===== config.mk =====
export PLATFORM = sky130hd
export DESIGN_NAME = ecpp_port
export DESIGN_NICKNAME = d
export VERILOG_FILES = /design/src/verilog/ecpp_pkg.sv /design/src/verilog/ecpp_port.sv
export SDC_FILE = /design/constraint.sdc
export NUM_CORES = 1
export LEC_CHECK = 0
export ABC_AREA = 1
export BUFFER_PORTS_ARGS = -buffer_cell sky130_fd_sc_hd__buf_4
export CORE_UTILIZATION = 35
export DETAILED_ROUTE_END_ITERATION = 8
export HOLD_SLACK_MARGIN = 0.05
export PLACE_DENSITY_LB_ADDON = 0.15
export SETUP_SLACK_MARGIN = 0.4
export SYNTH_ARGS = -nofsm -noshare
export SYNTH_HDL_FRONTEND = slang
export SYNTH_SLANG_ARGS = --single-unit
export TNS_END_PERCENT = 5

===== constraint.sdc =====
create_clock -name clk -period 20 [get_ports clk]
set_input_delay 3 -clock clk [delete_from_list [all_inputs] [get_ports clk]]
set_output_delay 3 -clock clk [all_outputs]
set_load 0.02 [all_outputs]

===== src/verilog/ecpp_pkg.sv =====
package ecpp_pkg;
  // ------------------------------------------------------------
  // port word and register offsets
  // ------------------------------------------------------------
  localparam int PORT_WORD_W = 8;
  localparam int ADDR_W = 11;
  localparam logic [10:0] OFS_DATA = 11'h000;
  localparam logic [10:0] OFS_STATUS = 11'h001;
  localparam logic [10:0] OFS_CONTROL = 11'h002;
  localparam logic [10:0] OFS_QUEUE = 11'h400;
  localparam logic [10:0] OFS_INFO_B = 11'h401;
  localparam logic [10:0] OFS_EXT_CTRL = 11'h402;
  // ------------------------------------------------------------
  // mode field codes
  // ------------------------------------------------------------
  localparam logic [2:0] MODE_STD = 3'h0;
  localparam logic [2:0] MODE_BIDIR = 3'h1;
  localparam logic [2:0] MODE_COMPAT = 3'h2;
  localparam logic [2:0] MODE_ECP = 3'h3;
  localparam logic [2:0] MODE_EPP = 3'h4;
  localparam logic [2:0] MODE_RSVD = 3'h5;
  localparam logic [2:0] MODE_TEST = 3'h6;
  localparam logic [2:0] MODE_CONFIG = 3'h7;
  // ------------------------------------------------------------
  // field positions and reset values
  // ------------------------------------------------------------
  localparam int CTL_STROBE = 0;
  localparam int CTL_AUTOFD = 1;
  localparam int CTL_INIT = 2;
  localparam int CTL_SELIN = 3;
  localparam int CTL_ACKIE = 4;
  localparam int CTL_DIR = 5;
  localparam int EXT_SVC = 2;
  localparam int EXT_DMA = 3;
  localparam int EXT_FAULT_OFF = 4;
  localparam int CMD_ADDR_BIT = 7;
  localparam logic [5:0] CTL_RESET = 6'h00;
  localparam logic [7:0] DATA_RESET = 8'h00;
  localparam logic [7:0] INFO_A_VALUE = 8'h10;
  localparam logic [2:0] MODE_RESET = MODE_STD;
  // ------------------------------------------------------------
  // queue and timing
  // ------------------------------------------------------------
  localparam int QUEUE_DEPTH = 16;
  localparam int QUEUE_W = 9;
  localparam int SVC_THRESHOLD = 8;
  localparam int CLK_PERIOD_NS = 10;
  localparam int STROBE_NS = 500;
  localparam int STROBE_CYC = (STROBE_NS + CLK_PERIOD_NS - 1) / CLK_PERIOD_NS;
  // ------------------------------------------------------------
  // carriers
  // ------------------------------------------------------------
  typedef struct packed {
    logic rd;
    logic wr;
    logic dmaAck;
    logic [10:0] addr;
    logic [7:0] wdata;
  } ecpp_bus_t;
  typedef struct packed {
    logic busy;
    logic nAck;
    logic pError;
    logic select;
    logic nFault;
    logic [7:0] pdIn;
  } ecpp_pin_in_t;
  typedef struct packed {
    logic nStrobe;
    logic nAutoFd;
    logic nInit;
    logic nSelectIn;
    logic [7:0] pdOut;
    logic pdOe;
  } ecpp_pin_out_t;
  typedef enum logic [2:0] {
    LK_IDLE, LK_SETUP, LK_STROBE, LK_RELEASE, LK_REQ, LK_TAKE, LK_REPEAT
  } ecpp_link_t;
endpackage


===== src/verilog/ecpp_port.sv =====
`timescale 1ns/10ps
// How it works
// RULE1: every register and queue access is eight bits
// RULE2: status and control reachable in every mode
// RULE3: all queue views share one 16-byte store
// RULE4: standard modes behave as plain printer port
// RULE5: no negotiation; DMA burst both directions
// RULE6: compatibility queue strobes bytes out automatically
// RULE7: reverse count byte repeats next byte
// RULE8: forward compression is absent, flag reads zero
// RULE9: strobe clocks bytes, interlocked with busy
// RULE10: data lines carry address, data or count
// RULE11: peripheral drops busy when ready again
// RULE12: peripheral busy marks reverse command bytes
// RULE13: peripheral asserts ack for valid reverse data
// RULE14: host ack requests and throttles reverse bytes
// RULE15: forward host ack marks command versus data
// RULE16: init low means reverse, high forward
// RULE17: peripheral acknowledges reverse with error line low
// RULE18: drive data only after peripheral releases bus
// RULE19: peripheral drives bus only in reverse phase
// RULE20: fault input raises error interrupt, forward only
// RULE21: fault request is hint; host picks direction
// RULE22: three-bit mode field selects port behaviour
// RULE23: command queue writes tagged, forward only
// RULE24: command bit7 set address, clear count
// RULE25: full queue rejects writes; full, empty shown

module ecpp_queue #(
  parameter int WIDTH = 9,
  parameter int DEPTH = 16
) (
  // clock and reset
  input wire logic clk,
  input wire logic rst,
  input wire logic flush,
  // fill side
  input wire logic inValid,
  output logic inReady,
  input wire logic [WIDTH-1:0] inData,
  // drain side
  output logic outValid,
  input wire logic outReady,
  output logic [WIDTH-1:0] outData,
  output logic [$clog2(DEPTH+1)-1:0] count
);
  localparam int AW = $clog2(DEPTH);
  localparam int CW = $clog2(DEPTH+1);
  typedef struct packed {
    logic [DEPTH-1:0][WIDTH-1:0] mem;
    logic [AW-1:0] wp;
    logic [AW-1:0] rp;
    logic [CW-1:0] cnt;
  } ecpp_q_t;
  ecpp_q_t st, next_st;
  logic doPush, doPop;

  assign inReady = (st.cnt != CW'(DEPTH));
  assign outValid = (st.cnt != '0);
  assign outData = st.mem[st.rp];
  assign count = st.cnt;
  assign doPush = inValid && inReady; // [RULE25]
  assign doPop = outValid && outReady;

  always_comb begin
    next_st = st;
    if (doPush) begin
      next_st.mem[st.wp] = inData;
      next_st.wp = (st.wp == AW'(DEPTH-1)) ? '0 : AW'(st.wp + 1'b1);
    end
    if (doPop) begin
      next_st.rp = (st.rp == AW'(DEPTH-1)) ? '0 : AW'(st.rp + 1'b1);
    end
    if (doPush && !doPop) begin
      next_st.cnt = CW'(st.cnt + 1'b1);
    end else if (doPop && !doPush) begin
      next_st.cnt = CW'(st.cnt - 1'b1);
    end
    if (flush) begin
      next_st.wp = '0;
      next_st.rp = '0;
      next_st.cnt = '0;
    end
  end

  always_ff @(posedge clk or posedge rst) begin
    if (rst) begin
      st <= '0;
    end else begin
      st <= next_st;
    end
  end
endmodule

module ecpp_port #(
  parameter int DEPTH = ecpp_pkg::QUEUE_DEPTH,
  parameter int THRESHOLD = ecpp_pkg::SVC_THRESHOLD,
  parameter int STROBE_CYCLES = ecpp_pkg::STROBE_CYC
) (
  // clock and reset
  input wire logic clk,
  input wire logic rst,
  // host register port
  input wire ecpp_pkg::ecpp_bus_t bus,
  output logic [7:0] rdata,
  output logic dmaReq,
  output logic faultIrq,
  // printer link
  input wire ecpp_pkg::ecpp_pin_in_t pins,
  output ecpp_pkg::ecpp_pin_out_t pinOut
);
  import ecpp_pkg::*;
  localparam int CW = $clog2(DEPTH+1);

  typedef struct packed {
    logic [5:0] ctl;
    logic [7:0] dataLatch;
    logic [2:0] mode;
    logic faultOff;
    logic transferEngineEnable;
    logic serviceReq;
    logic [7:0] rdata;
    logic [7:0] lastByte;
    ecpp_link_t link;
    logic [7:0] linkByte;
    logic linkCmd;
    logic [6:0] rleCount;
    logic [7:0] strobeCnt;
  } ecpp_state_t;
  ecpp_state_t st, next_st;

  logic fInValid, fInReady, fOutValid, fOutReady, flush;
  logic [QUEUE_W-1:0] fInData, fOutData;
  logic [CW-1:0] fCount;
  logic dir, queueMode, isEcp, isCompat, atQueue;
  logic cmdWr, hostPush, hostPop, linkPush, linkPop;

  // ------------------------------------------------------------
  // shared queue
  // ------------------------------------------------------------
  ecpp_queue #(.WIDTH(QUEUE_W), .DEPTH(DEPTH)) u_queue ( // [RULE3]
    .clk(clk),
    .rst(rst),
    .flush(flush),
    .inValid(fInValid),
    .inReady(fInReady),
    .inData(fInData),
    .outValid(fOutValid),
    .outReady(fOutReady),
    .outData(fOutData),
    .count(fCount)
  );

  // ------------------------------------------------------------
  // mode decode
  // ------------------------------------------------------------
  assign isEcp = (st.mode == MODE_ECP); // [RULE22]
  assign isCompat = (st.mode == MODE_COMPAT);
  assign queueMode = isEcp || isCompat || (st.mode == MODE_TEST);
  // standard and compatibility modes are always forward
  assign dir = (st.mode == MODE_STD || isCompat) ? 1'b0 : st.ctl[CTL_DIR]; // [RULE22]
  assign atQueue = bus.dmaAck || (bus.addr == OFS_QUEUE);
  assign cmdWr = bus.wr && !bus.dmaAck && bus.addr == OFS_DATA && isEcp && !dir; // [RULE23]
  assign hostPush = cmdWr || (bus.wr && queueMode && atQueue // [RULE1]
                    && (st.mode == MODE_TEST || !dir));
  assign hostPop = bus.rd && queueMode && atQueue && (st.mode == MODE_TEST || (isEcp && dir));
  assign linkPush = (st.link == LK_REPEAT);
  assign linkPop = (st.link == LK_IDLE) && fOutValid && !dir
                   && (isCompat || (isEcp && pins.pError)); // [RULE18]
  assign fInValid = hostPush || linkPush;
  assign fInData = hostPush ? {cmdWr, bus.wdata} : {1'b0, st.linkByte}; // [RULE23]
  assign fOutReady = hostPop || linkPop;
  assign flush = bus.wr && bus.addr == OFS_EXT_CTRL && !bus.dmaAck
                 && (bus.wdata[7:5] == MODE_STD || bus.wdata[7:5] == MODE_BIDIR);

  // ------------------------------------------------------------
  // registers and link sequencer
  // ------------------------------------------------------------
  always_comb begin
    next_st = st;
    if (bus.wr && !bus.dmaAck) begin
      case (bus.addr)
        OFS_DATA: begin
          if (!isEcp) begin
            next_st.dataLatch = bus.wdata; // [RULE4]
          end
        end
        OFS_CONTROL: begin
          next_st.ctl = bus.wdata[5:0]; // [RULE2]
        end
        OFS_EXT_CTRL: begin
          next_st.mode = bus.wdata[7:5]; // [RULE22]
          next_st.faultOff = bus.wdata[EXT_FAULT_OFF];
          next_st.transferEngineEnable = bus.wdata[EXT_DMA];
          next_st.serviceReq = bus.wdata[EXT_SVC];
        end
        default: begin
        end
      endcase
    end
    // threshold set wins over a software clear in the same cycle
    if (st.transferEngineEnable && queueMode && ((!dir && fCount <= CW'(THRESHOLD))
        || (dir && fCount >= CW'(THRESHOLD)))) begin
      next_st.serviceReq = 1'b1;
    end
    if (bus.rd) begin
      next_st.rdata = 8'h00;
      if (bus.dmaAck || (bus.addr == OFS_QUEUE && queueMode)) begin
        // an empty read repeats the previous byte
        next_st.rdata = fOutValid ? fOutData[7:0] : st.lastByte;
      end else begin
        case (bus.addr)
          OFS_DATA: next_st.rdata = isEcp ? 8'h00 : pins.pdIn; // [RULE4]
          OFS_STATUS: next_st.rdata = {!pins.busy, pins.nAck, pins.pError, pins.select,
                                       pins.nFault, 3'h0}; // [RULE2]
          OFS_CONTROL: next_st.rdata = {2'h0, st.ctl}; // [RULE2]
          OFS_QUEUE: next_st.rdata = (st.mode == MODE_CONFIG) ? INFO_A_VALUE : 8'h00;
          // compression bit stays zero: no forward encoder
          OFS_INFO_B: next_st.rdata = (st.mode == MODE_CONFIG) ?
                                      {1'b0, faultIrq, 6'h00} : 8'h00; // [RULE8]
          OFS_EXT_CTRL: next_st.rdata = {st.mode, st.faultOff, st.transferEngineEnable,
                                         st.serviceReq, !fInReady, !fOutValid}; // [RULE25]
          default: next_st.rdata = 8'h00;
        endcase
      end
    end
    if (hostPop && fOutValid) begin
      next_st.lastByte = fOutData[7:0];
    end
    case (st.link)
      LK_IDLE: begin
        next_st.strobeCnt = 8'h00;
        if (linkPop) begin
          next_st.linkByte = fOutData[7:0]; // [RULE10]
          next_st.linkCmd = fOutData[8];
          next_st.link = LK_SETUP;
        end else if (isEcp && dir && !pins.pError && fInReady) begin // [RULE17]
          next_st.link = LK_REQ;
        end
      end
      LK_SETUP: begin
        if (!pins.busy) begin // [RULE11]
          next_st.link = LK_STROBE; // [RULE9]
        end
      end
      LK_STROBE: begin
        next_st.strobeCnt = 8'(st.strobeCnt + 1'b1);
        if (isCompat && st.strobeCnt >= 8'(STROBE_CYCLES - 1)) begin
          next_st.link = LK_RELEASE; // [RULE6]
        end else if (isEcp && pins.busy) begin
          next_st.link = LK_RELEASE; // [RULE9]
        end
      end
      LK_RELEASE: begin
        next_st.link = LK_IDLE;
      end
      LK_REQ: begin
        if (!pins.nAck) begin // [RULE13]
          next_st.linkByte = pins.pdIn;
          next_st.linkCmd = !pins.busy; // [RULE12]
          next_st.link = LK_TAKE;
        end
      end
      LK_TAKE: begin
        if (pins.nAck) begin
          if (!st.linkCmd) begin
            next_st.link = LK_REPEAT;
          end else begin
            // channel addresses have no consumer here and are dropped
            if (!st.linkByte[CMD_ADDR_BIT]) begin
              next_st.rleCount = st.linkByte[6:0]; // [RULE7] [RULE24]
            end
            next_st.link = LK_IDLE;
          end
        end
      end
      LK_REPEAT: begin
        if (fInReady) begin
          if (st.rleCount == 7'h00) begin
            next_st.link = LK_IDLE;
          end else begin
            next_st.rleCount = 7'(st.rleCount - 1'b1); // [RULE7]
          end
        end
      end
      default: begin
        next_st.link = LK_IDLE;
      end
    endcase
    if (!isEcp && !isCompat) begin
      next_st.link = LK_IDLE;
      next_st.rleCount = 7'h00;
    end
  end

  always_ff @(posedge clk or posedge rst) begin
    if (rst) begin
      st <= '{ctl: CTL_RESET, dataLatch: DATA_RESET, mode: MODE_RESET, link: LK_IDLE,
              default: '0};
    end else begin
      st <= next_st;
    end
  end

  // ------------------------------------------------------------
  // pins and host outputs
  // ------------------------------------------------------------
  always_comb begin
    pinOut.nStrobe = !st.ctl[CTL_STROBE]; // [RULE4]
    pinOut.nAutoFd = !st.ctl[CTL_AUTOFD];
    pinOut.nInit = st.ctl[CTL_INIT];
    pinOut.nSelectIn = !st.ctl[CTL_SELIN];
    pinOut.pdOut = st.dataLatch;
    pinOut.pdOe = !dir;
    if (isCompat || isEcp) begin
      pinOut.nStrobe = (st.link != LK_STROBE); // [RULE9]
      pinOut.pdOut = st.linkByte;
    end
    if (isEcp) begin
      pinOut.nInit = !dir; // [RULE16]
      pinOut.pdOe = !dir && pins.pError; // [RULE18] [RULE19]
      if (dir) begin
        pinOut.nAutoFd = (st.link != LK_REQ); // [RULE14]
      end else if (st.link == LK_SETUP || st.link == LK_STROBE || st.link == LK_RELEASE) begin
        pinOut.nAutoFd = !st.linkCmd; // [RULE15]
      end else begin
        pinOut.nAutoFd = 1'b1;
      end
    end
  end

  assign rdata = st.rdata;
  assign dmaReq = st.transferEngineEnable && !st.serviceReq && queueMode // [RULE5]
                  && (dir ? fOutValid : fInReady);
  // a fault request is only reported; direction stays with software
  assign faultIrq = (isEcp || isCompat) && !dir && !st.faultOff && !pins.nFault; // [RULE20] [RULE21]
endmodule


==> metrics.md <==
| Metric | Value |
|---|---|
| Core ar. | 31600 sq um |
| Critical path class | primary input to primary output |
| Top cells by area, synth | dfrtp_1 49%, nand2_1 12%, o21ai_0 9.6% |
| Number of antenna repair diodes | 0 |
| Syn_area_per_cell | between 7 and 8 sq um |
| Residual DRC count | 0 |
| Share of cells above drive strength 1 | between 10 and 15% |
| Cts repair resizes | 0 |
| Initial antenna violation count | 0 |
| Site Rows | 65 |
| YS warnings | 0 |
| Critical Path RT | between 15000 and 20000 ps |
| Final wirelength | between 30000 and 40000 microns |
| Final GP Congestion | approximately 0.9 |
| CTS max path bufs | 3 |
| Worst hold slack | between 400 and 500 ps |
| Nets | between 1500 and 2000 |
| CP endpoint kind | primary output |
| EDFF count, synth | 0 |
| Setup TNS | 0 ps |
| Cell-internal power | ~0.00073 W |
| Grt total ovfl | 0 |
| Outcome | complete, no violations |
| Total Routing Usage GR | approximately 20% |
| Root buffer cell | clkbuf_16 |
| Flop-to-flop setup slack | roughly 17000 ps |
| Hold path depth | 2 |
| Layout fillers | 3290 |
| R2r endpoint | u_queue.count[4]$_DFFE_PP0P_ |
| NetSw | approximately 0.00021 W |
| Area Overhead vs Synth | 13.0% |
| Later-pin clock latency in the skew report | 530 ps |
| Area share of the largest cell type after synthesis | between 40% and 50% |
| Reg2reg path depth | 16 |
| Vias in the first global route | approximately 9100 |
| Final Slew Violations | 0 |
| Post-Syn Instances | around 1400 |
| Drt via density | between 5 and 6 |
| Max VDD drop | roughly 0.000065 V |
| Area leader, netlist | dfrtp_1 |
| Initial Util | 35.5% |
| Worst min path class | register to register |
| Netlist Area Pre-Place | between 10000 and 15000 sq um |
| Total power | approximately 0.00094 W |
| Clk slew on worst S/H paths | about 50 ps |
| Clk sinks | 220 |
| DR WL/cell | around 18 microns |
| Comb pwr share | under 10% |
| Power Density | 74.4 nW/um^2 |
| Die Ht | roughly 180 microns |
| Period utilisation layout | approximately 33% |
| Final worst path period need | 6570 ps |
| Clock power share | a little under 50% |
| Worst Clk Skew | 11.7 ps |
| Multi-input gate area | between 4000 and 5000 sq um |
| Worst-path fanout max | 2 |
| Post-synth top flop | dfrtp_1 |
| Max Cap Viol | 0 |
| Total Die Area | about 33000 sq um |
| Slew margin rel. | 18.6% |
| Hold-critical path endpoint | u_queue.st[30]$_DFFE_PP0P_ |
| Ys async rst share | 100% |
| Synthesized flop and latch total | 220 |
| Die X | about 180 microns |
| RSZ-0062 raised after global routing | false |
| Hold path start | u_queue.st[30]$_DFFE_PP0P_ |
| Post-DP HPWL | between 20000 and 25000 microns |
| Peak Freq | 0.152 GHz |
| Leak | slightly below 6 nW |
| Postcts setup bufs | 0 |
| CTS buffer count | 26 |
| Fin. Hold Viols | 0 |
| Crit start category | primary input |
| Commonest non-fill, non-tap cells in the layout | 353 x nand2_1, 219 x dfrtp_1, 215 x o21ai_0, 168 x nor2_1, 92 x inv_1 |
| Switching part of the total | 22.8% |
| Worst Path Arrival | 3570 ps |
| R2r startpoint | st[48]$_DFFE_PP0P_ |
| Register area | between 5000 and 6000 sq um |
| Port Buf Inserts | 59 |
| Largest net degree at the start of global routing | 93 |
| Net count after synthesis | between 1000 and 1500 |
| # IOs | 60 |
| H-tree depth | 1 |
| Register area share after synthesis | 49.1% |
| DRT iter0 DRCs | about 810 |
| Via count | 9675 |
| Most common cell after layout, fill and taps aside | nand2_1 |
| Final setup fails | 0 |
| Final ANT Viol Nets | 0 |
| Post-CTS Hold Fix Bufs | 0 |
| CTS tree | done |
| First-pass GRT wire length | approximately 53000 microns |
| Netlist cell types | 42 |
| Worst-Margin Slew | about 1200 ps |
| TritonRoute pass-1 iters | 5 |
| Seq pwr share | 47.8% |
stage by stage:
stage / area (sq um) / worst slack, ps / util, % / cells
after floorplan: 11200 / 10980 / - / 1438
after global placement: 11900 / 13450 / 37.6 / 1833
after detailed placement: 11900 / 13440 / 37.6 / 1833
after CTS: 12700 / 13430 / 40.2 / 1878
after global routing: 12700 / 13380 / 40.2 / 1878
final: 12700 / 13430 / 40.2 / 1878
registers in the layout, indices dropped and copies added, names as in the netlist:
name and cells:
rdata 8, st 55, u_queue.count 5, u_queue.st 152
per-layer routing:
| metal | track usage (%) | vias to the layer above | routed length [microns] |
|---|---|---|---|
| met1 | 28.6 | 4614 | 15600 |
| met3 | 2.32 | 52 | 1500 |
| met2 | 33.1 | 238 | 15200 |
| met4 | 6.31 | 0 | 881 |
| met5 | 0 | - | 0 |
| li1 | - | 4771 | - |
worst max path at each step:
stage / start / end / slack [ps] / cells past startpoint
2_1_floorplan: rst / rdata[0]$_DFFE_PP0P_ / 10980 / 1
3_3_place_gp: pins[8] / faultIrq / 13450 / 3
3_5_place_dp: pins[8] / faultIrq / 13440 / 3
4_1_cts: pins[8] / faultIrq / 13430 / 3
5_1_grt: pins[8] / faultIrq / 13380 / 3
6_report: pins[8] / faultIrq / 13430 / 3
critical path, stage by stage:
cell and delay (ps):
buf_4 120, nor4_1 260, buf_4 190
area by class of cell:
cell class                 instances  share of cell area [%]
timing repair buffer              69                    4.09
sequential                       220                    43.5
tap                              402                    3.97
clock inverter                     6                   0.435
multi-input combinational       1046                    39.2
inverter                          96                    2.90
clock buffer                      39                    5.93
synth_stat cells (2+ instances only):
master and instances:
nand2_2 15, o21ai_2 8, buf_6 4, nand3_1 61
o221ai_1 4, o21ai_0 215, o21ai_1 84, nor4_1 2
a21oi_1 36, buf_4 8, a211oi_1 2, or2_2 2
nor2_2 5, inv_1 94, buf_1 4, clkinv_1 2
buf_2 20, nor2_1 168, a31oi_1 2, nand2_4 3
o211ai_1 15, dfrtp_1 220, clkbuf_1 36, nand2_1 353
clkbuf_2 4, o22ai_1 21, nand3_2 2, nor2_4 4
ha_1 13, xor2_1 7, nand4_1 4, nor3_1 10
logic make-up (layout without fill, tap and decap cells):
kind of cell               after synthesis  after routing  share of synthesized area, %
AOI/OAI and AO/OA                      392            392                          18.7
xor gates and xnor gates                 8              8                         0.625
adders and majority gates               14             14                          1.63
buffers and inverters                  172            210                          6.56
DFF                                    220            220                          49.1
and+or+nand+nor                        632            632                          23.4
power groups by stage:
stage	combinational [W]	clock [W]	sequential [W]
CTS	0.0000396	0.000467	0.000451
global route	0.0000432	0.000481	0.000451
global placement	0.0000397	0	0.000459
detailed placement	0.0000395	0	0.000459
finish	0.0000387	0.000453	0.000451
floorplan	0.0000227	0	0.000458
Note: power is estimated with default switching activity, not from simulation.
